## src/logic/ohd_defines.svh

```systemverilog
// constants for the sync delay and meshing block
// assumes inclusion by bare name from the package and modules
`ifndef OHD_DEFINES_SVH
`define OHD_DEFINES_SVH
`define OHD_ADDR_HDELAY 8'hc6
`define OHD_ADDR_OVCTRL 8'hc0
`define OHD_HDELAY_RESET 8'h00
`define OHD_OVCTRL_RESET 8'h00
`define OHD_CODE_W 4
`define OHD_DELAY_STEP 32
`define OHD_STEP_SHIFT 5
`define OHD_CELL_DOTS 12
`define OHD_ROW_LINES 18
`define OHD_BIT_FRAME_MODE 5
`define OHD_BIT_MESH_EN 6
`endif

```

## src/logic/ohd_pkg.sv

```systemverilog
// types shared by the sync delay and meshing block
// assumes the defines header is on the include path
package ohd_pkg;
`include "ohd_defines.svh"
   typedef struct packed
   {
      logic wr;
      logic [7:0] addr;
      logic [7:0] wdata;
   } ohd_reg_req_t;
   typedef struct packed
   {
      logic active;
      logic bg_en;
      logic fg_dot;
   } ohd_pix_t;
   typedef enum logic [1:0]
   {
      OHD_IDLE = 2'b00,
      OHD_WAIT = 2'b01,
      OHD_RUN = 2'b10
   } ohd_state_t;
endpackage

```

## src/logic/ohd_delay.sv

```systemverilog
// hsync delay counter: fires one pulse after code*32 dots
// assumes a clean one-cycle sync edge pulse on the same clock
`timescale 1ns/1ps
`include "ohd_defines.svh"
module ohd_delay
   import ohd_pkg::*;
#(
   parameter int CODE_W = 4
)
(
   input wire logic clk,
   input wire logic rst,
   input wire logic edge_pulse,
   input wire logic [CODE_W-1:0] code,
   output logic fire
);
   localparam int CNT_W = CODE_W + `OHD_STEP_SHIFT;
   initial
   begin
      if (CODE_W < 1 || CODE_W > 8)
         $error("ohd_delay: CODE_W out of range");
   end
   ohd_state_t state;
   logic [CNT_W-1:0] cnt;
   // code held from the sync edge, a write mid-wait must not move the target
   logic [CODE_W-1:0] code_q;
   wire logic [CNT_W-1:0] target = {code_q, `OHD_STEP_SHIFT'(0)};
   wire logic done = (cnt == target - CNT_W'(1));
   // =====================================================
   // delay sequencer
   // count from sync edge
   always_ff @(posedge clk)
   begin
      if (rst)
      begin
         state <= OHD_IDLE;
         cnt <= '0;
         code_q <= '0;
         fire <= 1'b0;
      end
      else
      begin
         fire <= 1'b0;
         unique case (state)
            OHD_IDLE:
            begin
               if (edge_pulse)
               begin
                  cnt <= '0;
                  code_q <= code;
                  if (code == '0)
                     fire <= 1'b1;
                  else
                     state <= OHD_WAIT;
               end
            end
            OHD_WAIT:
            begin
               cnt <= cnt + CNT_W'(1);
               if (done)
               begin
                  fire <= 1'b1;
                  state <= OHD_IDLE;
               end
            end
            default:
               state <= OHD_IDLE;
         endcase
      end
   end
   a_delay_bound: assert property (@(posedge clk) disable iff (rst)
      state == OHD_WAIT |-> cnt < target)
      else $error("delay count ran past target");
endmodule

```

## src/logic/ohd_top.sv

```systemverilog
// sync delay and background meshing for the overlay pixel path
// assumes pixel info arrives on REF_CLK from the character engine
`timescale 1ns/1ps
`include "ohd_defines.svh"
module ohd_top
   import ohd_pkg::*;
(
   input wire logic REF_CLK,
   input wire logic SYS_RST,
   input wire ohd_pkg::ohd_reg_req_t REG_REQ,
   output logic [7:0] REG_RDATA,
   input wire logic HSYNC_IN,
   input wire logic VSYNC_IN,
   input wire ohd_pkg::ohd_pix_t PIX,
   output logic HSYNC_DELAYED,
   output logic FAST_BLANK_OUT,
   output logic [3:0] CELL_DOT,
   output logic [4:0] ROW_LINE
);
   import ohd_pkg::*;
   logic [7:0] hsync_delay_ctrl;
   logic [7:0] overlay_control_reg;
   logic [2:0] hs_sync;
   logic [2:0] vs_sync;
   logic frame_phase;
   logic pix_phase;
   logic line_run;
   logic fire;
   logic [8:0] quiet_cnt;
   // =====================================================
   // register access
   wire logic wr_delay = REG_REQ.wr && (REG_REQ.addr == `OHD_ADDR_HDELAY);
   wire logic wr_ctrl = REG_REQ.wr && (REG_REQ.addr == `OHD_ADDR_OVCTRL);
   wire logic [7:0] rd_mux = (REG_REQ.addr == `OHD_ADDR_HDELAY) ? hsync_delay_ctrl :
      (REG_REQ.addr == `OHD_ADDR_OVCTRL) ? overlay_control_reg : 8'h00;
   always_ff @(posedge REF_CLK)
   begin
      if (SYS_RST)
      begin
         hsync_delay_ctrl <= `OHD_HDELAY_RESET;
         overlay_control_reg <= `OHD_OVCTRL_RESET;
         REG_RDATA <= 8'h00;
      end
      else
      begin
         if (wr_delay)
            hsync_delay_ctrl <= {4'h0, REG_REQ.wdata[3:0]};
         if (wr_ctrl)
            overlay_control_reg <= REG_REQ.wdata;
         REG_RDATA <= rd_mux;
      end
   end
   // =====================================================
   // sync inputs
   // pins are asynchronous, two stages before use
   always_ff @(posedge REF_CLK)
   begin
      if (SYS_RST)
      begin
         hs_sync <= 3'b000;
         vs_sync <= 3'b000;
      end
      else
      begin
         hs_sync <= {hs_sync[1:0], HSYNC_IN};
         vs_sync <= {vs_sync[1:0], VSYNC_IN};
      end
   end
   wire logic hs_edge = hs_sync[1] && !hs_sync[2];
   wire logic vs_edge = vs_sync[1] && !vs_sync[2];
   ohd_delay #(.CODE_W(`OHD_CODE_W)) u_delay
   (
      .clk(REF_CLK),
      .rst(SYS_RST),
      .edge_pulse(hs_edge),
      .code(hsync_delay_ctrl[3:0]),
      .fire(fire)
   );
   // =====================================================
   // cell position counters
   wire logic dot_last = (CELL_DOT == 4'(`OHD_CELL_DOTS - 1));
   wire logic row_last = (ROW_LINE == 5'(`OHD_ROW_LINES - 1));
   always_ff @(posedge REF_CLK)
   begin
      if (SYS_RST)
      begin
         HSYNC_DELAYED <= 1'b0;
         line_run <= 1'b0;
         CELL_DOT <= 4'h0;
         ROW_LINE <= 5'h00;
      end
      else
      begin
         HSYNC_DELAYED <= fire;
         if (vs_edge)
            ROW_LINE <= 5'h00;
         if (fire)
         begin
            line_run <= 1'b1;
            CELL_DOT <= 4'h0;
            if (!vs_edge)
               ROW_LINE <= row_last ? 5'h00 : ROW_LINE + 5'h01;
         end
         else if (line_run)
            CELL_DOT <= dot_last ? 4'h0 : CELL_DOT + 4'h1;
      end
   end
   // =====================================================
   // meshing
   always_ff @(posedge REF_CLK)
   begin
      if (SYS_RST)
      begin
         frame_phase <= 1'b0;
         pix_phase <= 1'b0;
      end
      else
      begin
         if (vs_edge)
            frame_phase <= !frame_phase;
         pix_phase <= fire ? 1'b0 : !pix_phase;
      end
   end
   wire logic mesh_on = overlay_control_reg[`OHD_BIT_MESH_EN] &&
      !overlay_control_reg[`OHD_BIT_FRAME_MODE];
   wire logic bg_pix = PIX.active && PIX.bg_en && !PIX.fg_dot;
   wire logic mesh_dot = !(pix_phase ^ frame_phase);
   wire logic next_fb = PIX.active && (PIX.fg_dot || (bg_pix && (!mesh_on || mesh_dot)));
   always_ff @(posedge REF_CLK)
   begin
      if (SYS_RST)
         FAST_BLANK_OUT <= 1'b0;
      else
         FAST_BLANK_OUT <= next_fb;
   end
   // =====================================================
   // checks
   a_fg_solid: assert property (@(posedge REF_CLK) disable iff (SYS_RST)
      PIX.active && PIX.fg_dot |=> FAST_BLANK_OUT)
      else $error("foreground dot not blanked");
   a_frame_mode_solid: assert property (@(posedge REF_CLK) disable iff (SYS_RST)
      overlay_control_reg[`OHD_BIT_FRAME_MODE] && bg_pix |=> FAST_BLANK_OUT)
      else $error("meshing in frame mode");
   a_no_bg_off: assert property (@(posedge REF_CLK) disable iff (SYS_RST)
      PIX.active && !PIX.bg_en && !PIX.fg_dot |=> !FAST_BLANK_OUT)
      else $error("cell without background blanked");
   a_mesh_toggle: assert property (@(posedge REF_CLK) disable iff (SYS_RST)
      mesh_on && bg_pix && !fire && !vs_edge ##1 mesh_on && bg_pix
      |=> FAST_BLANK_OUT != $past(FAST_BLANK_OUT))
      else $error("mesh not toggling per pixel");
   a_mesh_needs_en: assert property (@(posedge REF_CLK) disable iff (SYS_RST)
      !overlay_control_reg[`OHD_BIT_MESH_EN] && bg_pix |=> FAST_BLANK_OUT)
      else $error("mesh without enable");
   a_reserved_zero: assert property (@(posedge REF_CLK) disable iff (SYS_RST)
      hsync_delay_ctrl[7:4] == 4'h0)
      else $error("reserved delay bits set");
   a_zero_delay: assert property (@(posedge REF_CLK) disable iff (SYS_RST)
      hs_edge && hsync_delay_ctrl[3:0] == 4'h0 |=> fire)
      else $error("zero code not immediate");
   // cycles since fire was last high, saturating; stands in for a long repetition
   always_ff @(posedge REF_CLK)
   begin
      if (SYS_RST)
         quiet_cnt <= 9'h000;
      else if (fire)
         quiet_cnt <= 9'h000;
      else if (quiet_cnt != 9'h1ff)
         quiet_cnt <= quiet_cnt + 9'h001;
   end
   a_one_step: assert property (@(posedge REF_CLK) disable iff (SYS_RST)
      hs_edge && hsync_delay_ctrl[3:0] == 4'h1 && !wr_delay
      |-> ##33 (fire && quiet_cnt >= 9'h020))
      else $error("code one not 32 dots");
   a_cell_wrap: assert property (@(posedge REF_CLK) disable iff (SYS_RST)
      CELL_DOT < 4'(`OHD_CELL_DOTS) && ROW_LINE < 5'(`OHD_ROW_LINES))
      else $error("cell counters out of range");
   c_meshing: cover property (@(posedge REF_CLK) mesh_on && bg_pix);
   c_delay_max: cover property (@(posedge REF_CLK) hs_edge && hsync_delay_ctrl[3:0] == 4'hf);
   c_frame_flip: cover property (@(posedge REF_CLK) vs_edge && frame_phase);
endmodule

```

## config.mk

```make
export PLATFORM = sky130hd
export DESIGN_NAME = ohd_top
export DESIGN_NICKNAME = d
export VERILOG_FILES = /design/src/logic/ohd_pkg.sv /design/src/logic/ohd_delay.sv /design/src/logic/ohd_top.sv
export VERILOG_INCLUDE_DIRS = /design/src /design/src/logic
export SDC_FILE = /design/constraint.sdc
export NUM_CORES = 1
export LEC_CHECK = 0
export BUFFER_PORTS_ARGS = -buffer_cell sky130_fd_sc_hd__buf_2
export CAP_MARGIN = 10
export CORE_MARGIN = 3
export CORE_UTILIZATION = 49
export DETAILED_ROUTE_END_ITERATION = 8
export GPL_TIMING_DRIVEN = 0
export PLACE_DENSITY_LB_ADDON = 0.15
export RECOVER_POWER = 25
export REMOVE_ABC_BUFFERS = 1
export SKIP_CTS_REPAIR_TIMING = 1
export SKIP_LAST_GASP = 1
export SLEW_MARGIN = 25
export SYNTH_ARGS = -nofsm -noshare
export SYNTH_HDL_FRONTEND = slang
export SYNTH_SLANG_ARGS = --single-unit
```

## constraint.sdc

```tcl
create_clock -name REF_CLK -period 1.35 [get_ports REF_CLK]
set_input_delay 0.405 -clock REF_CLK [delete_from_list [all_inputs] [get_ports REF_CLK]]
set_output_delay 0.405 -clock REF_CLK [all_outputs]
set_load 0.05 [all_outputs]
```

Word level (Yosys, flattened, before mapping)
Index checks and enable logic that the tools add are counted.
{"block": "totals", "regBits": 56, "elab_cells": 76}
{"block": "op_classes", "n_addsub": 4, "eq_ne": 9, "muxes": 17, "n_bitwise": 2, "reduce_logical": 27}
{"cell": "$mux W5", "count": 4}
{"cell": "$pmux W9 S2", "count": 1}
{"cell": "$eq A8 B8 Y1 const B", "count": 2}
{"cell": "$mux W4", "count": 3}
{"cell": "$add A9 B1 Y9 const B", "count": 1}
{"cell": "$eq A9 B9 Y1", "count": 1}
{"cell": "$logic_and A1 B1 Y1", "count": 9}
{"cell": "$mux W9", "count": 1}
{"cell": "$sub A9 B1 Y9 const B", "count": 1}
{"cell": "$logic_not A1 Y1", "count": 8}
{"cell": "$mux W2", "count": 3}
{"cell": "$add A5 B1 Y5 const B", "count": 1}
{"cell": "$eq A5 B5 Y1 const B", "count": 1}
{"cell": "$add A4 B1 Y4 const B", "count": 1}
{"cell": "$eq A4 B4 Y1 const B", "count": 1}
{"cell": "$logic_not A4 Y1", "count": 1}
{"cell": "$ne A2 B2 Y1 const B", "count": 2}
{"cell": "$pmux W2 S2", "count": 1}
{"cell": "$reduce_and A2 Y1", "count": 2}
{"cell": "$mux W1", "count": 3}
{"cell": "$reduce_and A3 Y1", "count": 1}
{"cell": "$reduce_or A3 Y1", "count": 1}
{"cell": "$eq A2 B1 Y1 const B", "count": 1}
{"cell": "$logic_not A2 Y1", "count": 1}
{"cell": "7 further kinds", "count": 8}

Longest topological paths before layout
{"block": "logic_depth", "word_depth": 7, "depth_mapped": 6, "ltp_nobuf": 6}

Hierarchy
From an unflattened synthesis, not the netlist that was laid out.
{"block": "unflattened", "hier_cells": 245, "area_unflattened_um2": 2336.0}
{"module": "ohd_top", "instances": 1, "cells_each": 155, "area_each_um2": 1584.0, "seq_area_each_um2": 800.8}
{"module": "ohd_delay", "instances": 1, "cells_each": 90, "area_each_um2": 752.0, "seq_area_each_um2": 300.3}

Worst setup path before layout
No wires, ideal clock.
{"block": "synth_timing", "path_kind": "flip-flop to flip-flop", "start": "register ROW_LINE[0]", "end": "register ROW_LINE[2]", "setup_ps": 117, "t_arrival_ps": 1509, "setup_slack_ps": -276, "stages_incl_launch_ff": 6, "path_buffers": 0, "synth_period_minus_slack_ps": 1626, "path_cell_list": "dfxtp_1 -> ha_1 -> nor4bb_1 -> nor3_1 -> a21oi_1 -> nor2_1"}
{"block": "synth_via", "elab_chain_len": 4, "elab_cells_between_ends": 5}
{"item": "start: declaration", "line_no": "ohd_top.sv:18", "source": "output logic [4:0] ROW_LINE"}
{"item": "start signal: assignment", "line_no": "ohd_top.sv:102", "source": "ROW_LINE <= row_last ? 5'h00 : ROW_LINE + 5'h01;"}
{"item": "$add A5 B1 Y5 / $eq A5 B5 Y1 (equally long branches)", "line_no": "ohd_top.sv:102, ohd_top.sv:82"}
{"item": "$mux W5 (*)", "line_no": "ohd_top.sv:102"}
{"item": "$mux W5 (*)", "line_no": "ohd_top.sv:101", "source": "if (!vs_edge)"}
{"item": "$mux W5 (*)", "line_no": "ohd_top.sv:97", "source": "if (fire)"}
Mark *: on every way between the ends. The rest lies on a longest branch, timed or not.
A chain may end at the register's enable or synchronous reset.

Final worst setup path
{"block": "layout_timing", "start": "register u_delay.code_q[0]", "end": "register u_delay.state[0]"}
{"block": "layout_via", "elab_chain_len": 4}
{"item": "start: declaration", "line_no": "ohd_delay.sv:26", "source": "logic [CODE_W-1:0] code_q;"}
{"item": "start signal: assignment", "line_no": "ohd_delay.sv:50", "source": "code_q <= code;"}
{"item": "$sub A9 B1 Y9", "line_no": "ohd_delay.sv:28", "source": "wire logic done = (cnt == target - CNT_W'(1));"}
{"item": "$eq A9 B9 Y1", "line_no": "ohd_delay.sv:28"}
{"item": "$ne A2 B1 Y1 (no line)"}
{"item": "$reduce_and A3 Y1 (no line)"}
{"item": "end signal: assignment", "line_no": "ohd_delay.sv:36", "source": "state <= OHD_IDLE;"}
{"item": "end signal: assignment", "line_no": "ohd_delay.sv:54", "source": "state <= OHD_WAIT;"}
{"item": "end signal: assignment", "line_no": "ohd_delay.sv:63", "source": "state <= OHD_IDLE;"}
{"item": "end: declaration", "line_no": "ohd_delay.sv:23", "source": "ohd_state_t state;"}
Every way passes these cells.

==> out/results.ini <==
[detailed_routing]
dr.pass1.iters = 4
drt_iter0_drc = 56
antenna_left = 0
detail_route.vias_per_cell = 5.26
via_count = 1698
drc = 0
drt-total-wl_um = 4100
wl_per_cell_um = 12.7

[final_layout]
syn_to_final_growth_pct = 24.4
largest_reg_flops = 9
final_util = 0.661
drive_above_1_share = 0.319
antenna_cells = 0
nNetsFinal = 301

[sta]
final-setup-viol-count = 1
skew_ps = 9.98
period_share = 1.02
rsz0062_at_grt = true
fmax_ghz = 0.724
finalWorstSetupSlack_ps = -31.9
drv_slew = 0
hold_viol = 0
finalCriticalPeriod_ps = 1380
worst_slew_margin_rel = 0.469
tightest_slew_ps = 796

[placed_design]
io_buffers = 42
hpwl_um = 2640
place_congestion = 0.797
dp_slack_ps = -285

[critical_path]
r2r-end = u_delay.state[0]$_SDFFE_PP0P_
worstSetupEndpointType = flop
reg2reg_from = u_delay.code_q[0]$_SDFFE_PP0P_
critPathRequiredTime_ps = 1540
crit_arrival_ps = 1580
crit_type = reg2reg
crit_path_max_fanout = 3
rr_worst_depth = 6
regToRegSetupSlack_ps = -30
startpoint_type = flop

[synth]
synth_warnings = 0
seq_area_frac_synth = 0.496
synth_cell_types = 44
synth_edf_count = 0
post-synth-top-area-fraction = 0.496
synth_area_leaders = dfxtp_1 50%, mux2i_1 6.8%, nor2_1 5.4%
synth_top_area_cell = dfxtp_1
ys.flop_type = dfxtp_1
syn_area_mm2 = 0.00222
synth-seq-cells = 55
synthArstFlopShare = 0
synth_area_per_cell_um2 = 9.73
synthCells = 228

[cts]
cts_tree = built
cts_sinks = 55
numCtsBuffers = 5
htreeDepth = 2
insertion_delay_ps = 300
clockRootBuffer = clkbuf_8
max-clock-path-buffers = 2
clk_pin_slew_ps = 100

[floorplanning]
fp.coreArea_mm2 = 0.00417
die_w_um = 73.3
die-height_um = 73.3
io_pins = 43
core.rowCount = 23
start_util = 0.532
dieArea_mm2 = 0.00537

[global_route]
grt_overflow = 0
grt_pass1_vias = 1564
grt_max_degree = 44
antenna_found_initial = 0
grt_pass1_wl_um = 6710
grt_use_total = 0.156

[outcome]
violations = setup timing
status = complete, but fails checks

[job]
drv_cap = 0

[min_path]
min_from = HSYNC_IN
whs_path_depth = 2
hp-class = in2reg
whs_endpoint = hs_sync[0]$_SDFF_PP0_

[pwr]
power_mw = 2.70
p_per_area_mw_per_mm2 = 980
power_leakage_nw = 1.18
vdd_drop_max_v = 0.000732

-- through the flow --
step | cells | cell area [µm²] | TNS, ps | hold WS (ps)
final | 323 | 2760 | -31.9 | 310
after global routing | 323 | 2760 | -151 | 324
after CTS | 320 | 2550 | -2050 | 302
after detailed placement | 312 | 2460 | -6900 | 423
after global placement | 312 | 2460 | -6530 | 428
after floorplan | 220 | 2180 | -1430 | 413
-- layout make-up --
class / count / area, µm²
Tap cell: 50 / 62.6
Multi-Input combinational cell: 160 / 1170
Timing Repair Buffer: 45 / 278
Clock buffer: 7 / 86.3
Fill cell: 355 / 1410
Inverter: 5 / 18.8
Sequential cell: 55 / 1130
Clock inverter: 1 / 8.76
-- cell usage after synthesis, types with 4 or more instances --
library cell,instances
a21oi_1,12
a22o_1,4
and2_1,5
buf_2,4
dfxtp_1,55
ha_1,5
inv_1,5
mux2i_1,15
nand2_1,18
nand3_1,7
nand4_1,4
nor2_1,32
nor2b_1,8
nor3_1,5
xnor2_1,6
xor2_1,7
-- cells by family (layout without fill, tap and decap cells) --
logic type / after synthesis / count (layout) / share of synthesized area
muxes: 17 / 17 / 0.0778
DFF: 55 / 55 / 0.496
buffers and inverters: 13 / 58 / 0.0243
adders and majority gates: 5 / 5 / 0.0282
and+or+nand+nor: 98 / 98 / 0.239
xor gates and xnor gates: 13 / 13 / 0.0513
AOI/OAI and AO/OA: 27 / 27 / 0.0829
-- per-layer routing --
layer  share of wire  wire, µm  track usage  vias up
li1                -         -            -      879
met1            0.47      1920        0.197      787
met2            0.48      1950        0.261       27
met3           0.041       170       0.0328        5
met4           0.013        55       0.0615        0
met5               0         0            0        -
-- worst max-delay path, cell delays in order, from the launching register on --
cell and delay [ps]:
dfxtp_4 370, inv_2 40, ha_4 230, xnor2_2 140, nor4_4 160, a31oi_1 140
o21ba_1 180
-- worst max-delay path by stage --
stage	from	endpoint	slack [ps]	cells after the start
floorplan	ROW_LINE[0]$_SDFF_PP0_	ROW_LINE[2]$_SDFF_PP0_	-280	5
global placement	REG_REQ[11]	overlay_control_reg[2]$_SDFFE_PP0P_	-270	5
detailed placement	REG_REQ[11]	overlay_control_reg[5]$_SDFFE_PP0P_	-280	5
CTS	u_delay.code_q[0]$_SDFFE_PP0P_	u_delay.state[0]$_SDFFE_PP0P_	-290	6
global route	u_delay.code_q[0]$_SDFFE_PP0P_	u_delay.state[0]$_SDFFE_PP0P_	-90	6
finish	u_delay.code_q[0]$_SDFFE_PP0P_	u_delay.state[0]$_SDFFE_PP0P_	-30	6
-- layout by cell type, fill, tap and decap left out, types with 3 or more instances in the layout --
cell      synthesis  routed
a21oi_1          12      11
a22o_1            4       4
and2_1            5       5
buf_2             4      33
buf_4             0       6
buf_6             0       6
clkbuf_8          0       6
dfxtp_1          55      43
dfxtp_2           0       6
dfxtp_4           0       6
ha_1              5       3
inv_1             5       4
mux2i_1          15      15
nand2_1          18      17
nand3_1           7       6
nand4_1           4       4
nor2_1           32      32
nor2b_1           8       8
nor3_1            5       4
xnor2_1           6       5
xor2_1            7       7
-- report_power, final --
part	internal, mW	switching (mW)	total (mW)
clock	0.421	0.502	0.923
combinational	0.0577	0.0790	0.137
sequential	1.63	0.0142	1.64
total	2.11	0.596	2.70
(Power assumes the default switching activity.)
